<file path="config.mk">
export PLATFORM = sky130hd
export DESIGN_NAME = gpr_port_regs
export DESIGN_NICKNAME = d
export VERILOG_FILES = /design/src/design/gpr_pkg.sv /design/src/design/gpr_pin_decode.sv /design/src/design/gpr_protect_seq.sv /design/src/design/gpr_port_regs.sv
export SDC_FILE = /design/constraint.sdc
export NUM_CORES = 1
export LEC_CHECK = 0
export BUFFER_PORTS_ARGS = -buffer_cell sky130_fd_sc_hd__buf_2
export CORE_UTILIZATION = 55
export DETAILED_ROUTE_END_ITERATION = 10
export PLACE_DENSITY = 0.82
export SETUP_SLACK_MARGIN = 0.3
export SYNTH_ARGS = -nofsm -noshare
export SYNTH_HDL_FRONTEND = slang
export SYNTH_SLANG_ARGS = --single-unit
</file>
<file path="constraint.sdc">
create_clock -name pclk -period 3.3 [get_ports pclk]
set_clock_uncertainty 0.1 [all_clocks]
set_input_delay 0.495 -clock pclk [delete_from_list [all_inputs] [get_ports pclk]]
set_output_delay 0.495 -clock pclk [all_outputs]
set_load 0.02 [all_outputs]
</file>
<file path="src/design/gpr_pkg.sv">
/*
  Constants, register map and encodings for the 16-pin port register bank.
  Assumes a 32-bit APB master that only makes whole-word accesses.
*/
package gpr_pkg;

  ////////////////////////////////////////////////////////////////////////////
  // register byte offsets
  localparam logic [7:0] GPR_OFS_CFG_LOW   = 8'h00;
  localparam logic [7:0] GPR_OFS_CFG_HIGH  = 8'h04;
  localparam logic [7:0] GPR_OFS_IN_LEVEL  = 8'h08;
  localparam logic [7:0] GPR_OFS_OUT_LEVEL = 8'h0C;
  localparam logic [7:0] GPR_OFS_SET_CLR   = 8'h10;
  localparam logic [7:0] GPR_OFS_CLR_ONLY  = 8'h14;
  localparam logic [7:0] GPR_OFS_PROTECT   = 8'h18;

  ////////////////////////////////////////////////////////////////////////////
  // widths and field positions
  localparam int GPR_PINS       = 16;
  localparam int GPR_PINS_CFG   = 8;
  localparam int GPR_FLD_W      = 4;
  localparam int GPR_MODE_LSB   = 0;
  localparam int GPR_FUNC_LSB   = 2;
  localparam int GPR_CLR_LSB    = 16;
  localparam int GPR_SEQ_BIT    = 16;

  ////////////////////////////////////////////////////////////////////////////
  // reset values
  localparam logic [31:0] GPR_RST_CFG   = 32'h4444_4444;
  localparam logic [15:0] GPR_RST_OUT   = 16'h0000;
  localparam logic [15:0] GPR_RST_LOCK  = 16'h0000;

  ////////////////////////////////////////////////////////////////////////////
  // mode and function encodings
  localparam logic [1:0] GPR_MODE_INPUT = 2'h0;
  localparam logic [1:0] GPR_FUNC_ANALOG = 2'h0;
  localparam logic [1:0] GPR_FUNC_FLOAT  = 2'h1;
  localparam logic [1:0] GPR_FUNC_PULLED = 2'h2;

  // protection sequence states
  typedef enum logic [1:0] {
    GPR_SEQ_IDLE = 2'b00,
    GPR_SEQ_ONE  = 2'b01,
    GPR_SEQ_ZERO = 2'b10,
    GPR_SEQ_ONE2 = 2'b11
  } gpr_seq_state_type;

endpackage

</file>
<file path="src/design/gpr_pin_decode.sv">
/*
  Per-pin decode of mode and function into pad controls.
  Assumes the pad cell resolves out/oe and the pull resistors itself.
*/
`timescale 1ns/1ps
module gpr_pin_decode (
  // configuration
  input  wire logic [1:0] pin_mode_field,
  input  wire logic [1:0] pin_function_field,
  input  wire logic       output_level_bit,
  // peripheral side
  input  wire logic       mux_out_bit,
  // pad side
  output logic            pad_out,
  output logic            pad_oe,
  output logic            pull_up_en,
  output logic            pull_down_en,
  output logic            analog_en,
  output logic            input_en,
  output logic [1:0]      drive_strength,
  output logic            mux_owned
);

  ////////////////////////////////////////////////////////////////////////////
  // mode and function split
  wire logic is_output  = (pin_mode_field != gpr_pkg::GPR_MODE_INPUT);
  wire logic open_drain = pin_function_field[0];
  wire logic from_mux   = pin_function_field[1];
  wire logic drive_val  = from_mux ? mux_out_bit : output_level_bit;

  // open drain only ever pulls low; a high level is left to the external pull-up
  assign pad_oe         = is_output & (~open_drain | ~drive_val);
  assign pad_out        = is_output & ~open_drain & drive_val;
  assign mux_owned      = is_output & from_mux;
  assign drive_strength = pin_mode_field;

  // input side: analog disconnects the digital path and the pulls
  assign analog_en    = ~is_output & (pin_function_field == gpr_pkg::GPR_FUNC_ANALOG);
  assign input_en     = ~analog_en;
  assign pull_up_en   = ~is_output & (pin_function_field == gpr_pkg::GPR_FUNC_PULLED)
                        & output_level_bit;
  assign pull_down_en = ~is_output & (pin_function_field == gpr_pkg::GPR_FUNC_PULLED)
                        & ~output_level_bit;

endmodule

</file>
<file path="src/design/gpr_protect_seq.sv">
/*
  Write-protect arming sequence and the sticky per-pin lock bits.
  Assumes single-cycle write and read strobes from the bus slave.
*/
`timescale 1ns/1ps
module gpr_protect_seq (
  // clock and reset
  input  wire logic        pclk,
  input  wire logic        presetn,
  // bus strobes and data
  input  wire logic        wr_stb,
  input  wire logic        rd_stb,
  input  wire logic        protect_sequence_bit,
  input  wire logic [15:0] protect_enable_bits,
  // status
  output gpr_pkg::gpr_seq_state_type seq_state,
  output logic [15:0]      lock_q
);

  gpr_pkg::gpr_seq_state_type state_q;
  gpr_pkg::gpr_seq_state_type state_d;
  logic [15:0] held_en_q;
  logic [15:0] held_en_d;
  wire  logic  same_en  = (protect_enable_bits == held_en_q);
  wire  logic  fire     = rd_stb & (state_q == gpr_pkg::GPR_SEQ_ONE2);

  ////////////////////////////////////////////////////////////////////////////
  // sequence: any step out of order drops back to the start
  always_comb
  begin
    state_d   = state_q;
    held_en_d = held_en_q;
    if (wr_stb)
    begin
      if (protect_sequence_bit)
      begin
        if ((state_q == gpr_pkg::GPR_SEQ_ZERO) && same_en)
          state_d = gpr_pkg::GPR_SEQ_ONE2;
        else
        begin
          state_d   = gpr_pkg::GPR_SEQ_ONE;
          held_en_d = protect_enable_bits;
        end
      end
      else
      begin
        case (state_q)
          gpr_pkg::GPR_SEQ_ONE:  state_d = same_en ? gpr_pkg::GPR_SEQ_ZERO : gpr_pkg::GPR_SEQ_IDLE;
          default:               state_d = gpr_pkg::GPR_SEQ_IDLE;
        endcase
      end
    end
    else if (rd_stb)
      state_d = gpr_pkg::GPR_SEQ_IDLE;
  end

  // lock bits only ever accumulate; nothing but reset frees a pin
  always_ff @(posedge pclk or negedge presetn)
  begin
    if (!presetn)
    begin
      state_q   <= gpr_pkg::GPR_SEQ_IDLE;
      held_en_q <= 16'h0000;
      lock_q    <= gpr_pkg::GPR_RST_LOCK;
    end
    else
    begin
      state_q   <= state_d;
      held_en_q <= held_en_d;
      lock_q    <= lock_q | (fire ? held_en_q : 16'h0000);
    end
  end

  assign seq_state = state_q;

endmodule

</file>
<file path="src/design/gpr_port_regs.sv">
/*
  APB register bank for one 16-pin port: configuration, levels, set/clear,
  and write protection, with per-pin pad control decode.
  Assumes an APB master making word accesses and pads sampled on pclk.
*/
// The register addresses and the APB interface to the registers were chosen for this implementation.
`timescale 1ns/1ps
module gpr_port_regs (
  // clock and reset
  input  wire logic        pclk,
  input  wire logic        presetn,
  // apb slave
  input  wire logic        psel,
  input  wire logic        penable,
  input  wire logic        pwrite,
  input  wire logic [7:0]  paddr,
  input  wire logic [31:0] pwdata,
  output logic [31:0]      prdata,
  output logic             pready,
  output logic             pslverr,
  // pads
  input  wire logic [15:0] pad_in,
  output logic [15:0]      pad_out,
  output logic [15:0]      pad_oe,
  output logic [15:0]      pull_up_en,
  output logic [15:0]      pull_down_en,
  output logic [15:0]      analog_en,
  output logic [15:0]      input_en,
  output logic [31:0]      drive_strength,
  // multiplexed peripherals
  input  wire logic [15:0] mux_out,
  output logic [15:0]      mux_owned
);

  ////////////////////////////////////////////////////////////////////////////
  // state
  logic [31:0] cfg_low_q;
  logic [31:0] cfg_low_d;
  logic [31:0] cfg_high_q;
  logic [31:0] cfg_high_d;
  logic [15:0] in_level_q;
  logic [15:0] out_level_q;
  logic [15:0] out_level_d;
  logic [16:0] protect_q;
  logic [31:0] prdata_q;
  logic [31:0] prdata_d;
  logic [15:0] lock_q;
  gpr_pkg::gpr_seq_state_type seq_state;

  ////////////////////////////////////////////////////////////////////////////
  // address decode; zero wait states, data loaded in the setup cycle
  wire logic setup    = psel & ~penable;
  wire logic access   = psel & penable;
  wire logic hit_cfgl = (paddr == gpr_pkg::GPR_OFS_CFG_LOW);
  wire logic hit_cfgh = (paddr == gpr_pkg::GPR_OFS_CFG_HIGH);
  wire logic hit_in   = (paddr == gpr_pkg::GPR_OFS_IN_LEVEL);
  wire logic hit_out  = (paddr == gpr_pkg::GPR_OFS_OUT_LEVEL);
  wire logic hit_sc   = (paddr == gpr_pkg::GPR_OFS_SET_CLR);
  wire logic hit_clr  = (paddr == gpr_pkg::GPR_OFS_CLR_ONLY);
  wire logic hit_prot = (paddr == gpr_pkg::GPR_OFS_PROTECT);
  wire logic mapped   = hit_cfgl | hit_cfgh | hit_in | hit_out | hit_sc | hit_clr | hit_prot;
  wire logic wr_take  = access & pwrite & mapped;
  wire logic rd_take  = access & ~pwrite & mapped;

  assign pready  = 1'b1;
  assign pslverr = access & ~mapped;
  assign prdata  = prdata_q;

  // read mux; write-only words read as zero
  assign prdata_d = hit_cfgl ? cfg_low_q :
                    hit_cfgh ? cfg_high_q :
                    hit_in   ? {16'h0000, in_level_q} :
                    hit_out  ? {16'h0000, out_level_q} :
                    hit_prot ? {15'h0000, protect_q} :
                               32'h0000_0000;

  ////////////////////////////////////////////////////////////////////////////
  // configuration writes, per pin, blocked once that pin is locked
  genvar g;
  generate
    for (g = 0; g < gpr_pkg::GPR_PINS_CFG; g++)
    begin : g_cfg
      assign cfg_low_d[g*4 +: 4]  = (wr_take & hit_cfgl & ~lock_q[g]) ? pwdata[g*4 +: 4]
                                                                      : cfg_low_q[g*4 +: 4];
      assign cfg_high_d[g*4 +: 4] = (wr_take & hit_cfgh & ~lock_q[g+8]) ? pwdata[g*4 +: 4]
                                                                        : cfg_high_q[g*4 +: 4];
    end
  endgenerate

  ////////////////////////////////////////////////////////////////////////////
  // output level: direct write, set/clear and clear-only; set applied last so it wins
  wire logic [15:0] sc_set  = (wr_take & hit_sc) ? pwdata[15:0] : 16'h0000;
  wire logic [15:0] sc_clr  = (wr_take & hit_sc) ? pwdata[31:gpr_pkg::GPR_CLR_LSB] : 16'h0000;
  wire logic [15:0] co_clr  = (wr_take & hit_clr) ? pwdata[15:0] : 16'h0000;
  wire logic [15:0] out_wr  = (wr_take & hit_out) ? pwdata[15:0] : out_level_q;
  assign out_level_d = (out_wr & ~sc_clr & ~co_clr) | sc_set;

  ////////////////////////////////////////////////////////////////////////////
  // registers
  always_ff @(posedge pclk or negedge presetn)
  begin
    if (!presetn)
    begin
      cfg_low_q   <= gpr_pkg::GPR_RST_CFG;
      cfg_high_q  <= gpr_pkg::GPR_RST_CFG;
      in_level_q  <= 16'h0000;
      out_level_q <= gpr_pkg::GPR_RST_OUT;
      protect_q   <= 17'h0_0000;
      prdata_q    <= 32'h0000_0000;
    end
    else
    begin
      cfg_low_q   <= cfg_low_d;
      cfg_high_q  <= cfg_high_d;
      in_level_q  <= pad_in;
      out_level_q <= out_level_d;
      protect_q   <= (wr_take & hit_prot) ? pwdata[16:0] : protect_q;
      prdata_q    <= setup ? prdata_d : prdata_q;
    end
  end

  ////////////////////////////////////////////////////////////////////////////
  // protection sequencer
  gpr_protect_seq u_seq (
    .pclk                 (pclk),
    .presetn              (presetn),
    .wr_stb               (wr_take & hit_prot),
    .rd_stb               (rd_take & hit_prot),
    .protect_sequence_bit (pwdata[gpr_pkg::GPR_SEQ_BIT]),
    .protect_enable_bits  (pwdata[15:0]),
    .seq_state            (seq_state),
    .lock_q               (lock_q)
  );

  ////////////////////////////////////////////////////////////////////////////
  // pad decode for all sixteen pins
  wire logic [63:0] cfg_all = {cfg_high_q, cfg_low_q};
  generate
    for (g = 0; g < gpr_pkg::GPR_PINS; g++)
    begin : g_pin
      gpr_pin_decode u_pin (
        .pin_mode_field     (cfg_all[g*4+gpr_pkg::GPR_MODE_LSB +: 2]),
        .pin_function_field (cfg_all[g*4+gpr_pkg::GPR_FUNC_LSB +: 2]),
        .output_level_bit   (out_level_q[g]),
        .mux_out_bit        (mux_out[g]),
        .pad_out            (pad_out[g]),
        .pad_oe             (pad_oe[g]),
        .pull_up_en         (pull_up_en[g]),
        .pull_down_en       (pull_down_en[g]),
        .analog_en          (analog_en[g]),
        .input_en           (input_en[g]),
        .drive_strength     (drive_strength[g*2 +: 2]),
        .mux_owned          (mux_owned[g])
      );
    end
  endgenerate

  // per-pin checks, so a sweep that visits pins in any order still reaches them
  generate
    for (g = 0; g < gpr_pkg::GPR_PINS; g++)
    begin : g_chk

    end
  endgenerate
endmodule

</file>
## Yosys cells after proc, flatten, opt, wreduce, memory -nomap -nowiden

Cells that the tools add are included.

- Bitwise gates (word level): 287
- Equal/unequal tests: 26
- Mux-type cells: 32
- Reduce and logical (&&, ||, !) cells: 36

Operators with widths:

| cell | count |
|---|---|
| 1-bit AND | 159 |
| 1-bit NOT | 100 |
| 16-bit 2-to-1 mux | 5 |
| 32-bit 2-to-1 mux | 2 |
| 17-bit 2-to-1 mux | 3 |
| 2-bit equality test, second input constant | 18 |
| 2-bit nonzero test | 17 |
| 16-bit AND | 2 |
| 2-bit logical NOT | 16 |
| 16-bit NOT | 2 |
| 16-bit OR | 2 |
| 8-bit by 5-bit equality test with 1-bit output, second input constant | 3 |
| 1-bit OR | 22 |
| 16-bit equality test | 1 |
| 8-bit by 4-bit equality test with 1-bit output, second input constant | 2 |
| 1-bit 2-to-1 mux | 16 |
| 2-bit 2-to-1 mux | 6 |
| 8-bit by 3-bit equality test with 1-bit output, second input constant | 1 |
| 8-bit logical NOT | 1 |
| 3-bit AND reduction | 1 |
| 2-bit by 1-bit equality test with 1-bit output, second input constant | 1 |
| 1-bit logical AND | 1 |

- Logic and storage cells: 404
- Register bits: 179
- Output and inout bits: 178
- Input port bits: 77

## Depth between registers and ports, before layout

- Depth in word-level cells: 14
- Gate-level depth with buffers: 7
- Gate-level depth less buffers: 5

## By module

A second synthesis with hierarchy kept.

- Cell total of the unflattened synthesis: 839
- Area total of the unflattened synthesis: 9,531.6 µm²

Modules (own cells, without submodules):

| module | times used | cells an instance | sequential area each (µm²) | area an instance (µm²) |
|---|---|---|---|---|
| gpr_port_regs | 1 | 560 | 3,648.5 | 6,731.5 |
| gpr_protect_seq | 1 | 103 | 850.8 | 1,418.9 |
| gpr_pin_decode | 16 | 11 | 0.0 | 86.3 |

## Least setup slack after synthesis

Ideal clock, no wire load.

- Kind: input to register
- Start: in paddr[5]
- End: reg u_seq.held_en_q[10]
- Arrival time: 2,228 ps
- Data required time: 3,075 ps
- Slack: 847 ps
- Cell stages on the path: 6
- Setup time: 125 ps
- Path through: or4b_1 -> and4bb_2 -> nand3_1 -> a21oi_2 -> buf_6 -> mux2_2

- Longest elaborated chain between the ends: 10

Ends and longest elaborated chain:

| what | RTL line | text |
|---|---|---|
| from (decl) | gpr_port_regs.sv:16 | `input wire logic [7:0] paddr,` |
| 8-bit by 3-bit equality test with 1-bit output / 8-bit logical NOT (equally long branches) | gpr_port_regs.sv:55, gpr_port_regs.sv:54 |  |
| 1-bit OR (6 in series) | gpr_port_regs.sv:61 | `wire logic mapped = hit_cfgl \| hit_cfgh \| hit_in \| hit_out \| hit_sc \| hit_clr \| hit_prot;` |
| 1-bit AND | gpr_port_regs.sv:62 | `wire logic wr_take = access & pwrite & mapped;` |
| 1-bit AND * | gpr_port_regs.sv:127 | `.wr_stb (wr_take & hit_prot),` |
| 3-bit AND reduction (no line) * | n/a |  |
| to (signal assigned) | gpr_protect_seq.sv:69 | `held_en_q <= held_en_d;` |
| to (decl) | gpr_protect_seq.sv:22 | `logic [15:0] held_en_q;` |

Mark *: on every way between the ends. The rest lies on a longest branch, timed or not.
A chain may end at the register's enable or synchronous reset.

## Final worst setup path

- Start: in paddr[4]
- End: reg cfg_high_q[25]

- Longest elaborated chain between the ends: 10

Ends and longest elaborated chain:

| what | RTL line | text |
|---|---|---|
| 8-bit by 3-bit equality test with 1-bit output / 8-bit logical NOT (equally long branches) | gpr_port_regs.sv:55, gpr_port_regs.sv:54 |  |
| 1-bit OR (6 in series) | gpr_port_regs.sv:61 |  |
| 1-bit AND | gpr_port_regs.sv:62 |  |
| 1-bit AND * (2 in series) | gpr_port_regs.sv:85 | `assign cfg_high_d[g*4 +: 4] = (wr_take & hit_cfgh & ~lock_q[g+8]) ? pwdata[g*4 +: 4]` |
| to (signal assigned) | gpr_port_regs.sv:105 | `cfg_high_q <= gpr_pkg::GPR_RST_CFG;` |
| to (signal assigned) | gpr_port_regs.sv:114 | `cfg_high_q <= cfg_high_d;` |
| to (decl) | gpr_port_regs.sv:39 | `logic [31:0] cfg_high_q;` |

Marked as above.

==> run_results.csv <==
group,metric,value,unit
timing,hold_slack,-10.8,ps
finish,flow.area_growth_from_synthesis,10.5,%
route,num_vias,7864,
setup_path,crit_path_class,"in2reg",
floorplan,row_count,48,
min_path,type_of_the_worst_min_delay_path,"in2async",
timing,upper_clock_frequency_limit,393,MHz
timing,grt_setup_unrepaired,"false",
synth,synth_edf_count,0,
pwr,netSwitchingFraction,0.234,
pwr,p_switching,1140,uW
synth,synth_top_area_share,0.409,
clock_tree,max-clock-path-buffers,2,
synth,netlist_area,0.00997,mm2
setup_path,critical_path_source_type,"primary input",
timing,final.min_clock_period,2540,ps
job,max_cap_viol_count,0,
synth,synthCells,1007,
synth,postSynthAreaPerCell,9.90,um2
placement,count_of_buffers_inserted_at_the_top_level_ports,253,
synth,synth_seq_area_share,0.451,
global_route,grt_pass1_wl,39900,um
setup_path,crit_slowest_cell,"or4_1",
outcome,violations,"hold timing",
pwr,clock_power_share,0.445,
placement,post-place-ws,390,ps
pwr,seq_power_share,0.466,
route,detailed_route_wire_length_per_cell,19.5,um
floorplan,design.portCount,255,
global_route,globalRouteTotalUtil,0.288,
finish,final_nets,1188,
route,routed_wl,26300,um
global_route,grt_antenna_before_repair,0,
clock_tree,postCtsSetupBuffers,0,
pwr,internal-power,3740,uW
timing,setup_viol_count_final,0,
clock_tree,cts_max_level,4,
clock_tree,cts_hold_buf,0,
synth,ys.warnings.count,0,
setup_path,timing.critical_path.cells,"buf_2 > or4_1 > nor3_4 > nand3_4 > nor2_1 > mux2_2",
timing,max_slew_margin,0.504,
route,viasPerCell,5.83,
pwr,finalPower,4880,uW
clock_tree,buffer_type_at_the_clock_tree_root,"clkbuf_16",
synth,synth_ff_type,"dfrtp_1",
floorplan,fp.dieArea,0.0187,mm2
floorplan,initial_core_util,0.570,
clock_tree,clock_tree_from_tritoncts,"built",
floorplan,dieWidth,137,um
setup_path,cp_data_arrival_time,2740,ps
route,final_antenna_net_count,0,
synth,ys_seq_elements,179,
route,route.detailed.drc,0,
timing,timing.final.crit_share,0.770,
global_route,via_count_of_the_first_global_routing_pass,7247,
placement,post-dp-hpwl,19000,um
route,detail_route.iter0.violations,598,
clock_tree,count_of_cells_resized_by_post_cts_repair,0,
clock_tree,tritoncts_num_sinks,179,
clock_tree,clk_latency,430,ps
synth,synth.distinct_cells,47,
timing,worst_slack,758,ps
pwr,static-leakage-power,0.00572,uW
setup_path,critical_path.top_delay_family,"simple AND/OR/NAND/NOR gates",
timing,totalNegativeSetupSlack,0,ps
finish,post_route_cells_drive_above_1_share,0.379,
pwr,share_comb_of_total_power,0.089,
global_route,grt_start_max_net_pins,74,
floorplan,die_y,137,um
global_route,global_route.overflow_total,0,
pwr,vdd_ir_drop_max,0.406,mV
clock_tree,clkTransAtPathRegs,60,ps
route,firstDrtPassIters,9,
floorplan,placeableCoreArea,0.0175,mm2
timing,timing_hold_violations_final,17,
synth,synth_async_sr_flop_share,1.00,
setup_path,cp_num_buf_inv,1,
synth,synth_area_leader_cell,"dfrtp_1",
setup_path,cp_max_fo,22,
finish,antenna-diode-count,0,
timing,max_slew.worst_pin.slew,744,ps
clock_tree,number_of_buffers_inserted_during_clock_tree_synthesis,17,
outcome,run_status,"finished with violations",
pwr,power-per-cell-area,443,mW/mm2
setup_path,cp_data_required_time,3500,ps
synth,synth_top_cells_by_area,"dfrtp_1 41%, mux2_2 11%, buf_4 11%",
synth,synth_fp_nets,1084,
setup_path,critical-path-max-stage-delay,630,ps
timing,drv_slew,0,
setup_path,crit_path_end_kind,"flip-flop",
placement,placer_congestion,0.931,
-- layout make-up --
type | instances | area (um2)
clock buffers | 24 | 492
clock inverters | 8 | 146
fillers | 1436 | 6460
inverters | 25 | 93.8
multi-input cells | 621 | 4120
flip-flops and latches | 179 | 4500
well taps | 225 | 282
repair buffers | 267 | 1390
-- worst paths after layout --
check	slack, ps	from	cells after the start	endpoint
worst max-delay path	760	paddr[4]	6	cfg_high_q[25]
worst min-delay path	-10	presetn	1	prdata[12]
worst max register to register	1200	u_seq.held_en_q[11]	6	u_seq.held_en_q[13]
worst min register to register	360	u_seq.lock_q[7]	1	u_seq.lock_q[7]
max in group asynchronous	2240	presetn	2	cfg_low_q[18]
min in group pclk	70	pad_in[13]	1	in_level_q[13]
-- placed cells by master, fill, tap and decap left out, types with 7 or more instances in the layout --
master     Yosys  layout
a21oi_1       32      32
xnor2_1       16      16
clkbuf_16      0      17
nand2b_1      25      25
and3_1        28      28
nor2b_1       34      33
a22oi_1       17      17
o21ai_0       75      75
inv_1         25      25
nand2_1       90      90
nor3_1        18      18
a221oi_1      15      15
nor2_1        68      68
dfrtp_1      163     163
o22ai_1        9       9
nor3b_1       16      16
o311ai_0       9       9
o21a_1        10      10
a222oi_1       7       7
mux2_2       101     101
a21o_1        16      16
buf_2          0     252
buf_4        148      13
dfstp_2       16      16
-- worst register-to-register path: cells and delay by family (launching register included) --
kind            cells  cell delay (ps)
buf+inv             1              230
simple gates        2              630
compound gates      1              100
xor+xnor            1              210
mux                 1              300
flops               1              410
-- power by group through the flow --
stage | registers (uW) | clock network, uW | logic (uW)
final | 2270 | 2170 | 432
after global routing | 2280 | 2290 | 471
after CTS | 2270 | 2190 | 432
after detailed placement | 2310 | 0 | 430
after global placement | 2310 | 0 | 423
after floorplan | 2340 | 0 | 216
-- cell families (layout without fill, tap and decap cells) --
logic type / count (synthesis) / after routing / synth area share
buf+inv: 207 / 324 / 0.136
xor+xnor: 16 / 16 / 0.0141
flops: 179 / 179 / 0.451
simple gates: 307 / 307 / 0.159
other cells: 1 / 1 / 0.000376
compound gates: 194 / 194 / 0.123
mux: 103 / 103 / 0.116
-- registers in the layout, indices dropped and copies added, names as in the netlist --
signal and flops:
out_level_q 16, prdata 32, cfg_low_q 32, in_level_q 16, cfg_high_q 32, u_seq.lock_q 16
u_seq.seq_state 2, u_seq.held_en_q 16, protect_q 17
-- synthesized netlist by cell type, types with 17 or more instances --
cell type,instances
a21oi_1,32
a22oi_1,17
and3_1,28
buf_4,148
clkbuf_1,26
dfrtp_1,163
inv_1,25
mux2_2,101
nand2_1,90
nand2b_1,25
nor2_1,68
nor2b_1,34
nor3_1,18
o21ai_0,75
-- through the flow --
step / utilization / hold WS [ps] / std cells / area (um2)
2_1_floorplan: - / 99.4 / 1007 / 9970
3_3_place_gp: 0.594 / 339 / 1317 / 10400
4_1_cts: 0.630 / 8.67 / 1349 / 11000
3_5_place_dp: 0.594 / 345 / 1317 / 10400
5_1_grt: 0.630 / 34.1 / 1349 / 11000
6_report: 0.630 / -10.8 / 1349 / 11000
-- per-layer routing --
layer,GRT usage,routed length (um)
met5,0,0
met4,0.135,870
met3,0.0641,2250
met2,0.458,12400
met1,0.374,10800
No activity file was read; power rests on OpenSTA's default activity.
